<file path="src/design/cprc_defs.svh">
// Timing, address and reset-value constants for clock, power and reset control.
// Assumes one 200 MHz oscillator-rate clock; counts are in oscillator periods.
`ifndef CPRC_DEFS_SVH
`define CPRC_DEFS_SVH

// Twelve oscillator periods per machine cycle
`define CPRC_OSC_PER_MC 4'hc
`define CPRC_CNT_FIRST 4'h0
`define CPRC_CNT_LAST 4'hb
`define CPRC_CNT_STEP 4'h1
// Half machine cycle: one latch strobe slot
`define CPRC_HALF_MC 4'h6
`define CPRC_ALE_WIDTH 4'h2
`define CPRC_PROG_STORE_STROBE_N_FIRST 4'h2
`define CPRC_PROG_STORE_STROBE_N_LAST 4'h4
// State 5, phase 2 as a count
`define CPRC_STATE5_PHASE2_CNT 4'h9

`define CPRC_POWER_CONTROL_REG_ADDR 8'h87
`define CPRC_SP_ADDR 8'h81
`define CPRC_SERIAL_DATA_BUFFER_ADDR 8'h99
// Port latch addresses, port 0 in the low byte
`define CPRC_PORT_ADDRS 32'hb0a09080
`define CPRC_NUM_PORTS 4

`define CPRC_PORT_RST 8'hff
`define CPRC_SP_RST 8'h07
`define CPRC_ZERO8 8'h00
`define CPRC_HIST_SET 2'h3
`define CPRC_HIST_CLR 2'h0

// Power control request bits and reset values; pin drives are {o, oe_n}
`define CPRC_IDL_BIT 0
`define CPRC_PD_BIT 1
`define CPRC_POWER_CONTROL_REG_RST 8'h10
`define CPRC_ALE_DRV_RST 2'h1
`define CPRC_PROG_STORE_STROBE_N_DRV_RST 2'h3

`endif

</file>
<file path="src/design/cprc_pkg.sv">
// Types shared by clock, power and reset control.
// Assumes cprc_defs.svh is included by the users of these types.
package cprc_pkg;

    typedef enum logic [1:0] {MODE_RUN, MODE_IDLE, MODE_PDOWN} cprc_mode_t;

    typedef struct packed {
        logic [7:0] addr;
        logic [7:0] wdata;
        logic wr;
        logic rd;
    } cprc_bus_req_t;

    typedef struct packed {
        logic smod;
        logic [1:0] rsvd;
        logic power_off_flag;
        logic gf1;
        logic gf0;
        logic powerdown_request_bit;
        logic idle_request_bit;
    } cprc_power_control_reg_t;

    // Two-way pin drive; oe_n low while driving
    typedef struct packed {
        logic o;
        logic oe_n;
    } cprc_pin_drv_t;

endpackage : cprc_pkg

</file>
<file path="src/design/cprc_top.sv">
// Clock division, external memory strobes, idle/power-down and reset control.
// Assumes clk is the oscillator input and rst_pin is synchronous to it.
//
// Chosen here: the strobed register port and the address map.
`timescale 1ns/1ps
`include "cprc_defs.svh"

module cprc_top (
    input wire logic clk, // Oscillator clock
    input wire logic reset_n, // Power-on reset
    input wire cprc_pkg::cprc_bus_req_t bus_req, // Register access
    output logic [7:0] bus_rdata, // Read data, cycle after read
    input wire logic rst_pin, // Reset pin level
    input wire logic flash_mode, // Flash writer mode
    input wire logic irq, // Any pending interrupt
    input wire logic xdata_req, // External data access start pulse
    input wire logic code_fetch, // External fetch or table read
    input wire logic ale_i, // Latch strobe pin level
    output cprc_pkg::cprc_pin_drv_t ale_drv, // Latch strobe drive
    input wire logic prog_store_strobe_n_i, // Program strobe pin level
    output cprc_pkg::cprc_pin_drv_t prog_store_strobe_n_drv, // Program strobe drive
    output logic flash_ale_sel, // Writer pattern bit from latch pin
    output logic flash_prog_store_strobe_n_sel, // Writer pattern bit from program pin
    output logic sys_reset, // Filtered internal reset
    output logic cpu_clk_en, // Processor clock gate
    output logic periph_clk_en, // Peripheral clock gate
    output logic osc_en, // Oscillator enable
    output logic [3:0] cycle_count, // Oscillator count in machine cycle
    output logic state5_phase2, // Reset sample point
    output logic [31:0] port_latch, // Port latches
    output logic [7:0] stack_ptr // Stack pointer
);

    function automatic logic [3:0] half_pos(input logic [3:0] cnt);
        half_pos = (cnt < `CPRC_HALF_MC) ? cnt : cnt - `CPRC_HALF_MC;
    endfunction : half_pos

    ////////////////////////////////////////////////////////////////////////////
    cprc_pkg::cprc_mode_t mode, next_mode;
    cprc_pkg::cprc_power_control_reg_t power_control_reg, next_power_control_reg;
    cprc_pkg::cprc_pin_drv_t next_ale_drv, next_prog_store_strobe_n_drv;
    logic [3:0] next_count;
    logic skip_pend, next_skip_pend, skipping, next_skipping;
    logic [1:0] hist, next_hist;
    logic next_sys_reset, next_flash_ale_sel, next_flash_prog_store_strobe_n_sel;
    logic [7:0] next_stack_ptr, next_rdata, serial_data_buffer, next_serial_data_buffer;
    logic running, slot_start, wr_power_control_reg, wr_ok;
    localparam logic [31:0] port_addrs = `CPRC_PORT_ADDRS;

    assign running = (mode != cprc_pkg::MODE_PDOWN);
    assign state5_phase2 = running && (cycle_count == `CPRC_STATE5_PHASE2_CNT);
    assign cpu_clk_en = (mode == cprc_pkg::MODE_RUN);
    assign periph_clk_en = running;
    assign osc_en = running;
    assign wr_ok = bus_req.wr && !sys_reset;
    assign wr_power_control_reg = wr_ok && (bus_req.addr == `CPRC_POWER_CONTROL_REG_ADDR);
    assign slot_start = running && (half_pos(cycle_count) == `CPRC_CNT_FIRST);

    always_comb
    begin
        next_count = cycle_count;
        if (running)
        begin
            // Count LSB is the divide-by-two phase
            next_count = (cycle_count == `CPRC_CNT_LAST) ? `CPRC_CNT_FIRST
                : cycle_count + `CPRC_CNT_STEP;
        end
        // Request arriving at the consuming slot stays pending
        next_skip_pend = xdata_req || (skip_pend && !slot_start);
        next_skipping = slot_start ? skip_pend : skipping;

        next_hist = hist;
        next_sys_reset = sys_reset;
        if (state5_phase2)
        begin
            next_hist = {hist[0], rst_pin};
            // Two agreeing samples needed either way: glitch filter and hysteresis
            if ({hist[0], rst_pin} == `CPRC_HIST_SET)
                next_sys_reset = 1'b1;
            else if ({hist[0], rst_pin} == `CPRC_HIST_CLR)
                next_sys_reset = 1'b0;
        end

        next_mode = mode;
        if (sys_reset)
            next_mode = cprc_pkg::MODE_RUN;
        else
        begin
            case (mode)
                cprc_pkg::MODE_RUN:
                begin
                    if (wr_power_control_reg && bus_req.wdata[`CPRC_PD_BIT])
                        next_mode = cprc_pkg::MODE_PDOWN;
                    else if (wr_power_control_reg && bus_req.wdata[`CPRC_IDL_BIT])
                        next_mode = cprc_pkg::MODE_IDLE;
                end
                cprc_pkg::MODE_IDLE:
                begin
                    if (irq)
                        next_mode = cprc_pkg::MODE_RUN;
                end
                cprc_pkg::MODE_PDOWN:
                begin
                    // Counter is frozen, so wake straight into reset
                    if (rst_pin)
                    begin
                        next_mode = cprc_pkg::MODE_RUN;
                        next_sys_reset = 1'b1;
                        next_hist = `CPRC_HIST_SET;
                    end
                end
                default: next_mode = cprc_pkg::MODE_RUN;
            endcase
        end

        next_power_control_reg = power_control_reg;
        next_stack_ptr = stack_ptr;
        next_serial_data_buffer = serial_data_buffer;
        if (sys_reset)
        begin
            next_power_control_reg = `CPRC_ZERO8;
            next_power_control_reg.power_off_flag = power_control_reg.power_off_flag;
            next_stack_ptr = `CPRC_SP_RST;
        end
        else
        begin
            if (wr_power_control_reg)
            begin
                next_power_control_reg = bus_req.wdata;
                next_power_control_reg.rsvd = 2'h0;
                next_power_control_reg.idle_request_bit = 1'b0;
                next_power_control_reg.powerdown_request_bit = 1'b0;
            end
            if (wr_ok && bus_req.addr == `CPRC_SP_ADDR)
                next_stack_ptr = bus_req.wdata;
        end
        // Serial buffer survives reset
        if (bus_req.wr && bus_req.addr == `CPRC_SERIAL_DATA_BUFFER_ADDR)
            next_serial_data_buffer = bus_req.wdata;

        next_ale_drv.oe_n = sys_reset || flash_mode;
        next_ale_drv.o = !sys_reset && !flash_mode && running
            && (half_pos(cycle_count) < `CPRC_ALE_WIDTH) && !next_skipping;
        next_prog_store_strobe_n_drv.oe_n = sys_reset || flash_mode;
        next_prog_store_strobe_n_drv.o = !(!sys_reset && !flash_mode && code_fetch
            && cpu_clk_en && half_pos(cycle_count) >= `CPRC_PROG_STORE_STROBE_N_FIRST
            && half_pos(cycle_count) <= `CPRC_PROG_STORE_STROBE_N_LAST);
        next_flash_ale_sel = flash_mode && !ale_i;
        next_flash_prog_store_strobe_n_sel = flash_mode && prog_store_strobe_n_i;

        next_rdata = `CPRC_ZERO8;
        if (bus_req.rd)
        begin
            if (bus_req.addr == `CPRC_POWER_CONTROL_REG_ADDR)
            begin
                next_rdata = power_control_reg;
                next_rdata[`CPRC_IDL_BIT] = (mode == cprc_pkg::MODE_IDLE);
                next_rdata[`CPRC_PD_BIT] = (mode == cprc_pkg::MODE_PDOWN);
            end
            if (bus_req.addr == `CPRC_SP_ADDR)
                next_rdata = stack_ptr;
            if (bus_req.addr == `CPRC_SERIAL_DATA_BUFFER_ADDR)
                next_rdata = serial_data_buffer;
            for (int i = 0; i < `CPRC_NUM_PORTS; i++)
            begin
                if (bus_req.addr == port_addrs[i*8 +: 8])
                    next_rdata = port_latch[i*8 +: 8];
            end
        end
    end

    always_ff @(posedge clk or negedge reset_n)
    begin
        if (!reset_n)
        begin
            mode <= cprc_pkg::MODE_RUN;
            power_control_reg <= `CPRC_POWER_CONTROL_REG_RST;
            cycle_count <= `CPRC_CNT_FIRST;
            skip_pend <= 1'b0;
            skipping <= 1'b0;
            hist <= `CPRC_HIST_CLR;
            sys_reset <= 1'b0;
            stack_ptr <= `CPRC_SP_RST;
            ale_drv <= `CPRC_ALE_DRV_RST;
            prog_store_strobe_n_drv <= `CPRC_PROG_STORE_STROBE_N_DRV_RST;
            flash_ale_sel <= 1'b0;
            flash_prog_store_strobe_n_sel <= 1'b0;
            bus_rdata <= `CPRC_ZERO8;
        end
        else
        begin
            mode <= next_mode;
            power_control_reg <= next_power_control_reg;
            cycle_count <= next_count;
            skip_pend <= next_skip_pend;
            skipping <= next_skipping;
            hist <= next_hist;
            sys_reset <= next_sys_reset;
            stack_ptr <= next_stack_ptr;
            ale_drv <= next_ale_drv;
            prog_store_strobe_n_drv <= next_prog_store_strobe_n_drv;
            flash_ale_sel <= next_flash_ale_sel;
            flash_prog_store_strobe_n_sel <= next_flash_prog_store_strobe_n_sel;
            bus_rdata <= next_rdata;
        end
    end

    // Data register only; no reset by design
    always_ff @(posedge clk)
    begin
        serial_data_buffer <= next_serial_data_buffer;
    end

    ////////////////////////////////////////////////////////////////////////////
    genvar gp;
    generate
        for (gp = 0; gp < `CPRC_NUM_PORTS; gp++)
        begin : g_port
            logic [7:0] next_latch;
            always_comb
            begin
                next_latch = port_latch[gp*8 +: 8];
                if (sys_reset)
                    next_latch = `CPRC_PORT_RST;
                else if (wr_ok && bus_req.addr == port_addrs[gp*8 +: 8])
                    next_latch = bus_req.wdata;
            end
            always_ff @(posedge clk or negedge reset_n)
            begin
                if (!reset_n)
                    port_latch[gp*8 +: 8] <= `CPRC_PORT_RST;
                else
                    port_latch[gp*8 +: 8] <= next_latch;
            end
        end
    endgenerate
endmodule : cprc_top

</file>
<file path="config.mk">
export PLATFORM = sky130hd
export DESIGN_NAME = cprc_top
export DESIGN_NICKNAME = d
export VERILOG_FILES = /design/src/design/cprc_pkg.sv /design/src/design/cprc_top.sv
export VERILOG_INCLUDE_DIRS = /design/src /design/src/design
export SDC_FILE = /design/constraint.sdc
export NUM_CORES = 1
export LEC_CHECK = 0
export ABC_CLOCK_PERIOD_IN_PS = 3800
export BUFFER_PORTS_ARGS = -buffer_cell sky130_fd_sc_hd__clkbuf_2
export CORE_MARGIN = 2
export CORE_UTILIZATION = 45
export CTS_CLUSTER_SIZE = 12
export DETAILED_ROUTE_END_ITERATION = 8
export HOLD_SLACK_MARGIN = 0.12
export PLACE_DENSITY = 0.79
export SLEW_MARGIN = 20
export SYNTH_ARGS = -nofsm -noshare
export SYNTH_HDL_FRONTEND = slang
export SYNTH_SLANG_ARGS = --single-unit
</file>
<file path="constraint.sdc">
create_clock -name clk -period 3.8 [get_ports clk]
set_input_delay 0.57 -clock clk [delete_from_list [all_inputs] [get_ports clk]]
set_output_delay 0.57 -clock clk [all_outputs]
set_load 0.01 [all_outputs]
</file>
=== After elaboration in Yosys (flattened, before gate mapping) ===
Cells that the tools add are included.

* Bits of input ports: 27
* Output and inout port bits: 63
* Memories: 0
* Word-level logic and storage cells: 127
* Bits in latches: 0
* Bits in registers: 78
* RAM bits: 0
* Bits in read-only memories: 0

* Shift-type cells: 0
* Bitwise logic cells: 1
* $add $sub $neg: 2
* Magnitude comparators: 4
* Div/mod/pow operators: 0
* Reductions and logical operators: 42
* $mul: 0
* Equal/unequal tests: 16
* Multiplexer cells: 39

{| class="wikitable"
|+ Operator list
! operator !! count
|-
| $mux 8 || 20
|-
| $eq 8x8->1 const B || 7
|-
| $logic_and 1x1->1 || 23
|-
| $mux 2 || 9
|-
| $reduce_bool 2->1 || 6
|-
| $eq 4x4->1 const B || 2
|-
| $mux 4 || 2
|-
| $mux 1 || 7
|-
| $logic_not 1->1 || 6
|-
| $ne 3x3->1 const B || 2
|-
| $pmux 2 s3 || 1
|-
| $add 4x1->4 const B || 1
|-
| $eq 2x2->1 const B || 2
|-
| $ge 4x2->1 const B || 1
|-
| $le 4x3->1 const B || 1
|-
| $logic_not 2->1 || 2
|-
| $logic_not 4->1 || 1
|-
| $lt 4x2->1 const B || 1
|-
| $lt 4x3->1 const B || 1
|-
| $ne 4x2->1 const B || 1
|-
| $sub 4x3->4 const B || 1
|-
| $reduce_and 3->1 || 1
|-
| $eq 2x1->1 const B || 1
|-
| $logic_or 1x1->1 || 2
|-
| other kinds (3) || 3
|}

=== Logic depth before layout (Yosys ltp) ===
* Depth after elaboration: 9
* Gate-level depth with buffers: 9
* Gate-level depth less buffers: 6

=== Worst setup path before layout ===
No wires, ideal clock.

* Kind: input-to-reg
* Start: input port bus_req[13] (netlist bit)
* End: register port_latch[14]
* Setup slack: 1.614 ns
* Buffers on the path: 4
* Cell stages on the path: 9
* Arrival time: 2.104 ns
* Required time: 3.718 ns
* Setup time: 0.082 ns
* Cell sequence: buf_6 or4_4 buf_6 nor2_8 and3_1 buf_6 buf_8 nor2b_1 a211o_1

* Longest elaborated chain between the ends: 3

{| class="wikitable"
|+ Ends and longest elaborated chain
! what !! RTL line !! RTL
|-
| start: declaration || cprc_top.sv:11 || <nowiki>input wire cprc_pkg::cprc_bus_req_t bus_req,</nowiki>
|-
| $eq 8x8->1 || cprc_top.sv:225 || <nowiki>else if (wr_ok && bus_req.addr == port_addrs[gp*8 +: 8])</nowiki>
|-
| $logic_and 1x1->1 || cprc_top.sv:225 ||
|-
| $reduce_bool 2->1 (no source line) || - ||
|-
| end signal: indexed assignment || cprc_top.sv:231 || <nowiki>port_latch[gp*8 +: 8] <= `CPRC_PORT_RST;</nowiki>
|-
| end signal: indexed assignment || cprc_top.sv:233 || <nowiki>port_latch[gp*8 +: 8] <= next_latch;</nowiki>
|-
| end: declaration || cprc_top.sv:30 || <nowiki>output logic [31:0] port_latch,</nowiki>
|}

Every way passes these cells.
A chain may end at the register's enable or synchronous reset.

=== Final worst setup path ===
* Start: input port bus_req[14] (netlist bit)
* End: register port_latch[7]

Same word-level chain as after synthesis.

==> flow_results.org <==
** Timing
- Final-report max-slew violation count :: 0
- Period minus WS final :: 2.45 ns
- Fmax :: 408 MHz
- Headroom to the max-slew limit came out at 0.386.
- Final sum of negative setup slack :: 0 ns
- Setup violations remaining at the end of the flow were counted as 0.
- At the pin with the least slew margin, the transition time is 0.909 ns.
- RSZ-0062 raised after global routing :: no
- Between clock sinks in the finished design, the worst skew comes to 0.00892 ns.
- The final number of hold-violating endpoints came to 0.
- Final period util :: 0.645
- Across all hold checks on the routed design, the worst slack comes to 0.356 ns.

** Drt
- Via-to-Cell Ratio :: 5.76
- In the routed design, unresolved DRC markers number 0.
- The routed design has 10100 um of wire.
- In this run the remaining antenna-violating nets after routing total 0.
- Via count :: 3303
- Initial DRC count :: 316
- The first detailed-routing pass took 5 iterations.
- Routed wire per std cell :: 17.7 um

** Global route
- Total congestion overflow :: 0
- In the global route stage, overall resource usage came out at 0.226.
- Wire length of the first global-routing pass :: 15600 um
- Initial antenna violation count :: 0
- The via count of the first global-routing pass is 2979.
- Pin count of the biggest net entering global routing :: 68

** Finish
- Of the cells placed in the final design, the portion with a size suffix greater than 1 is 0.335.
- The filler cells instantiated in the layout total 736.
- Fin nets :: 493
- Synthesis-to-finish area growth :: 16.3%
- The register with the most flip-flops in the final layout is port_latch.
- The register with the most flip-flops in the layout has 32 of them.
- The number of antenna diodes in the final layout is 0.

** CTS
- Clock buffers created by TritonCTS :: 9
- The clock drives 75 sinks.
- The H-tree was split into 3 levels.
- Root buf cell :: sky130_fd_sc_hd__clkbuf_8
- Post-CTS repair changed the size of 0 cells.
- Post-CTS repair timing setup buffer count :: 0
- Clock-pin slew on the worst setup and hold paths :: 0.08 ns
- TritonCTS built the clock tree.
- Worst-skew pair later-pin latency :: 0.36 ns
- Number of hold buffers added after cts :: 0
- In this run the deepest clock path goes through 2 buffers.

** Worst setup path
- Critical Setup Path Class :: in2reg
- Data required, critical path :: 4.09 ns
- Peak fanout along the critical path :: 31
- STA classifies the critical path endpoint as a flop.
- STA classifies the critical path startpoint as a primary input.
- STA puts the critical path data arrival time at 2.74 ns.

** Floorplan
- Effective utilization at floorplan :: 0.464
- I/O Pins :: 90
- In this run the standard cell core region covers 8220 sq um.
- The die covers 9220 sq um.
- In this run the vertical extent of the chip is 96 um.
- Die X :: 96 um
- Number of core rows :: 33

** Yosys
- Post-synth cell types :: 52
- The largest total area in the synthesized netlist belongs to sky130_fd_sc_hd__dfstp_2.
- Yosys printed 0 warnings.
- Sorting the synthesized cells by area gives the leading types as sky130_fd_sc_hd__dfstp_2, sky130_fd_sc_hd__dfrtp_1, sky130_fd_sc_hd__nand2_1, sky130_fd_sc_hd__edfxtp_1, sky130_fd_sc_hd__nand3b_1.
- The share of synthesized area in the top cell type comes to 0.262.
- The synthesized design contains 8 enable-type register cells.
- After technology mapping, the gate count stands at 386.
- The most used flip-flop cell after synthesis is sky130_fd_sc_hd__dfstp_2.
- Cell with the most instances after synthesis :: sky130_fd_sc_hd__nand2_1
- After synthesis the cells add up to 3810 sq um.
- Syn_nets :: 416
- Async set-reset flop share out of synthesis :: 0.893
- Leading cell types by count after synthesis :: sky130_fd_sc_hd__nand2_1, sky130_fd_sc_hd__dfstp_2, sky130_fd_sc_hd__o21ai_0
- The share of the Yosys chip area taken by registers is 0.516.
- A synthesized cell averages 9.87 sq um.
- The synthesized design contains 75 register bits.

** Power and ir drop
- Summed over all cells, the static leakage comes to 1.99 nW.
- VDD sags by at most 0.368 mV.
- PD cells :: 495 nW/um^2

** Placement
- Summed over all nets, the half-perimeter wirelength after detailed placement is 7190 um.
- Input and output buffers added on the ports amount to 89.
- Routability-driven placement finished with a final weighted congestion of 0.850.

** Job
- Number of violations of the max-capacitance limit :: 0

** Hold path
- The path class of the tightest hold or removal check is in2reg.

** Status
- The run finished with clean final reports.
[area by class of cell]
class                      count  area (sq um)  area share
clock inverter                 7          43.8     0.00988
timing repair buffer          91           460       0.104
tap                          105           131      0.0297
sequential                    75          1960       0.443
clock buffer                   9           124      0.0280
multi-input combinational    277          1670       0.378
inverter                       9          33.8     0.00762
[power by group]
| part | internal, W | total, W | switching (W) |
|---|---|---|---|
| clock | 0.000234 | 0.000536 | 0.000302 |
| combinational | 0.000251 | 0.000555 | 0.000304 |
| sequential | 0.000972 | 0.00110 | 0.000131 |
[cell usage in the layout (no fill, tap or decap), drive strengths merged, types with 2 or more instances in the layout]
master / n
clkbuf: 98
nand2: 70
dfstp: 38
o21ai: 35
dfrtp: 29
nand3b: 24
nor2: 21
nor2b: 13
nand2b: 12
a211o: 12
inv: 10
a21oi: 9
nand3: 8
edfxtp: 8
and3: 7
a31oi: 6
a22o: 5
nor3: 5
clkinv: 5
mux2: 4
nor4b: 4
and2: 3
o211ai: 3
a221o: 3
a21o: 3
mux2i: 3
ha: 3
nand4: 2
o2bb2ai: 2
a32oi: 2
a211oi: 2
o31ai: 2
buf: 2
nor3b: 2
[metrics by stage]
| stage | util | worst slack [ns] | instance area, sq um | instances | total power (W) |
|---|---|---|---|---|---|
| after floorplan | - | 1.61 | 3810 | 386 | 0.00144 |
| after global placement | 0.519 | 1.14 | 4260 | 557 | 0.00165 |
| after detailed placement | 0.519 | 1.06 | 4260 | 557 | 0.00167 |
| after CTS | 0.539 | 1.43 | 4430 | 573 | 0.00220 |
| after global routing | 0.539 | 1.14 | 4430 | 573 | 0.00232 |
| final | 0.539 | 1.35 | 4430 | 573 | 0.00219 |
[worst paths after layout]
path / from / endpoint / slack [ns] / depth (start not counted)
worst max-delay path: bus_req[14] / port_latch[7] / 1.35 / 6
worst min-delay path: ale_i / flash_ale_sel / 0.36 / 2
worst max register to register: mode[0] / bus_rdata[1] / 2.06 / 6
worst min register to register: mode[1] / mode[0] / 0.47 / 1
max in group asynchronous: reset_n / power_control_reg[7] / 2.86 / 2
min in group asynchronous: reset_n / bus_rdata[2] / 0.38 / 2
[critical path, cell delays in order]
cell	delay (ns)
sky130_fd_sc_hd__clkbuf_2	0.35
sky130_fd_sc_hd__nor4b_2	0.59
sky130_fd_sc_hd__nand2_1	0.23
sky130_fd_sc_hd__nor2_1	0.59
sky130_fd_sc_hd__nor2_1	0.10
sky130_fd_sc_hd__a211o_1	0.30
[metal layers]
layer	share of wire	track usage	wire [um]	vias to the layer above
met5	0	0	0	-
met4	0.019	0.0845	195	0
met3	0.082	0.0493	831	19
met2	0.47	0.333	4770	156
met1	0.43	0.327	4320	1611
li1	-	-	-	1517
[kinds of logic (layout without fill, tap and decap cells)]
group | after synthesis | in the layout | synth area share
multiplexers | 7 | 7 | 0.0197
adder cells (fa/ha/maj) | 3 | 3 | 0.00986
flip-flops | 75 | 75 | 0.516
XOR/XNOR | 2 | 2 | 0.00460
AND/OR/NAND/NOR | 178 | 178 | 0.254
AO/OA/AOI/OAI | 87 | 87 | 0.151
buffers and inverters | 34 | 116 | 0.0450
No activity file was read; power rests on OpenSTA's default activity.
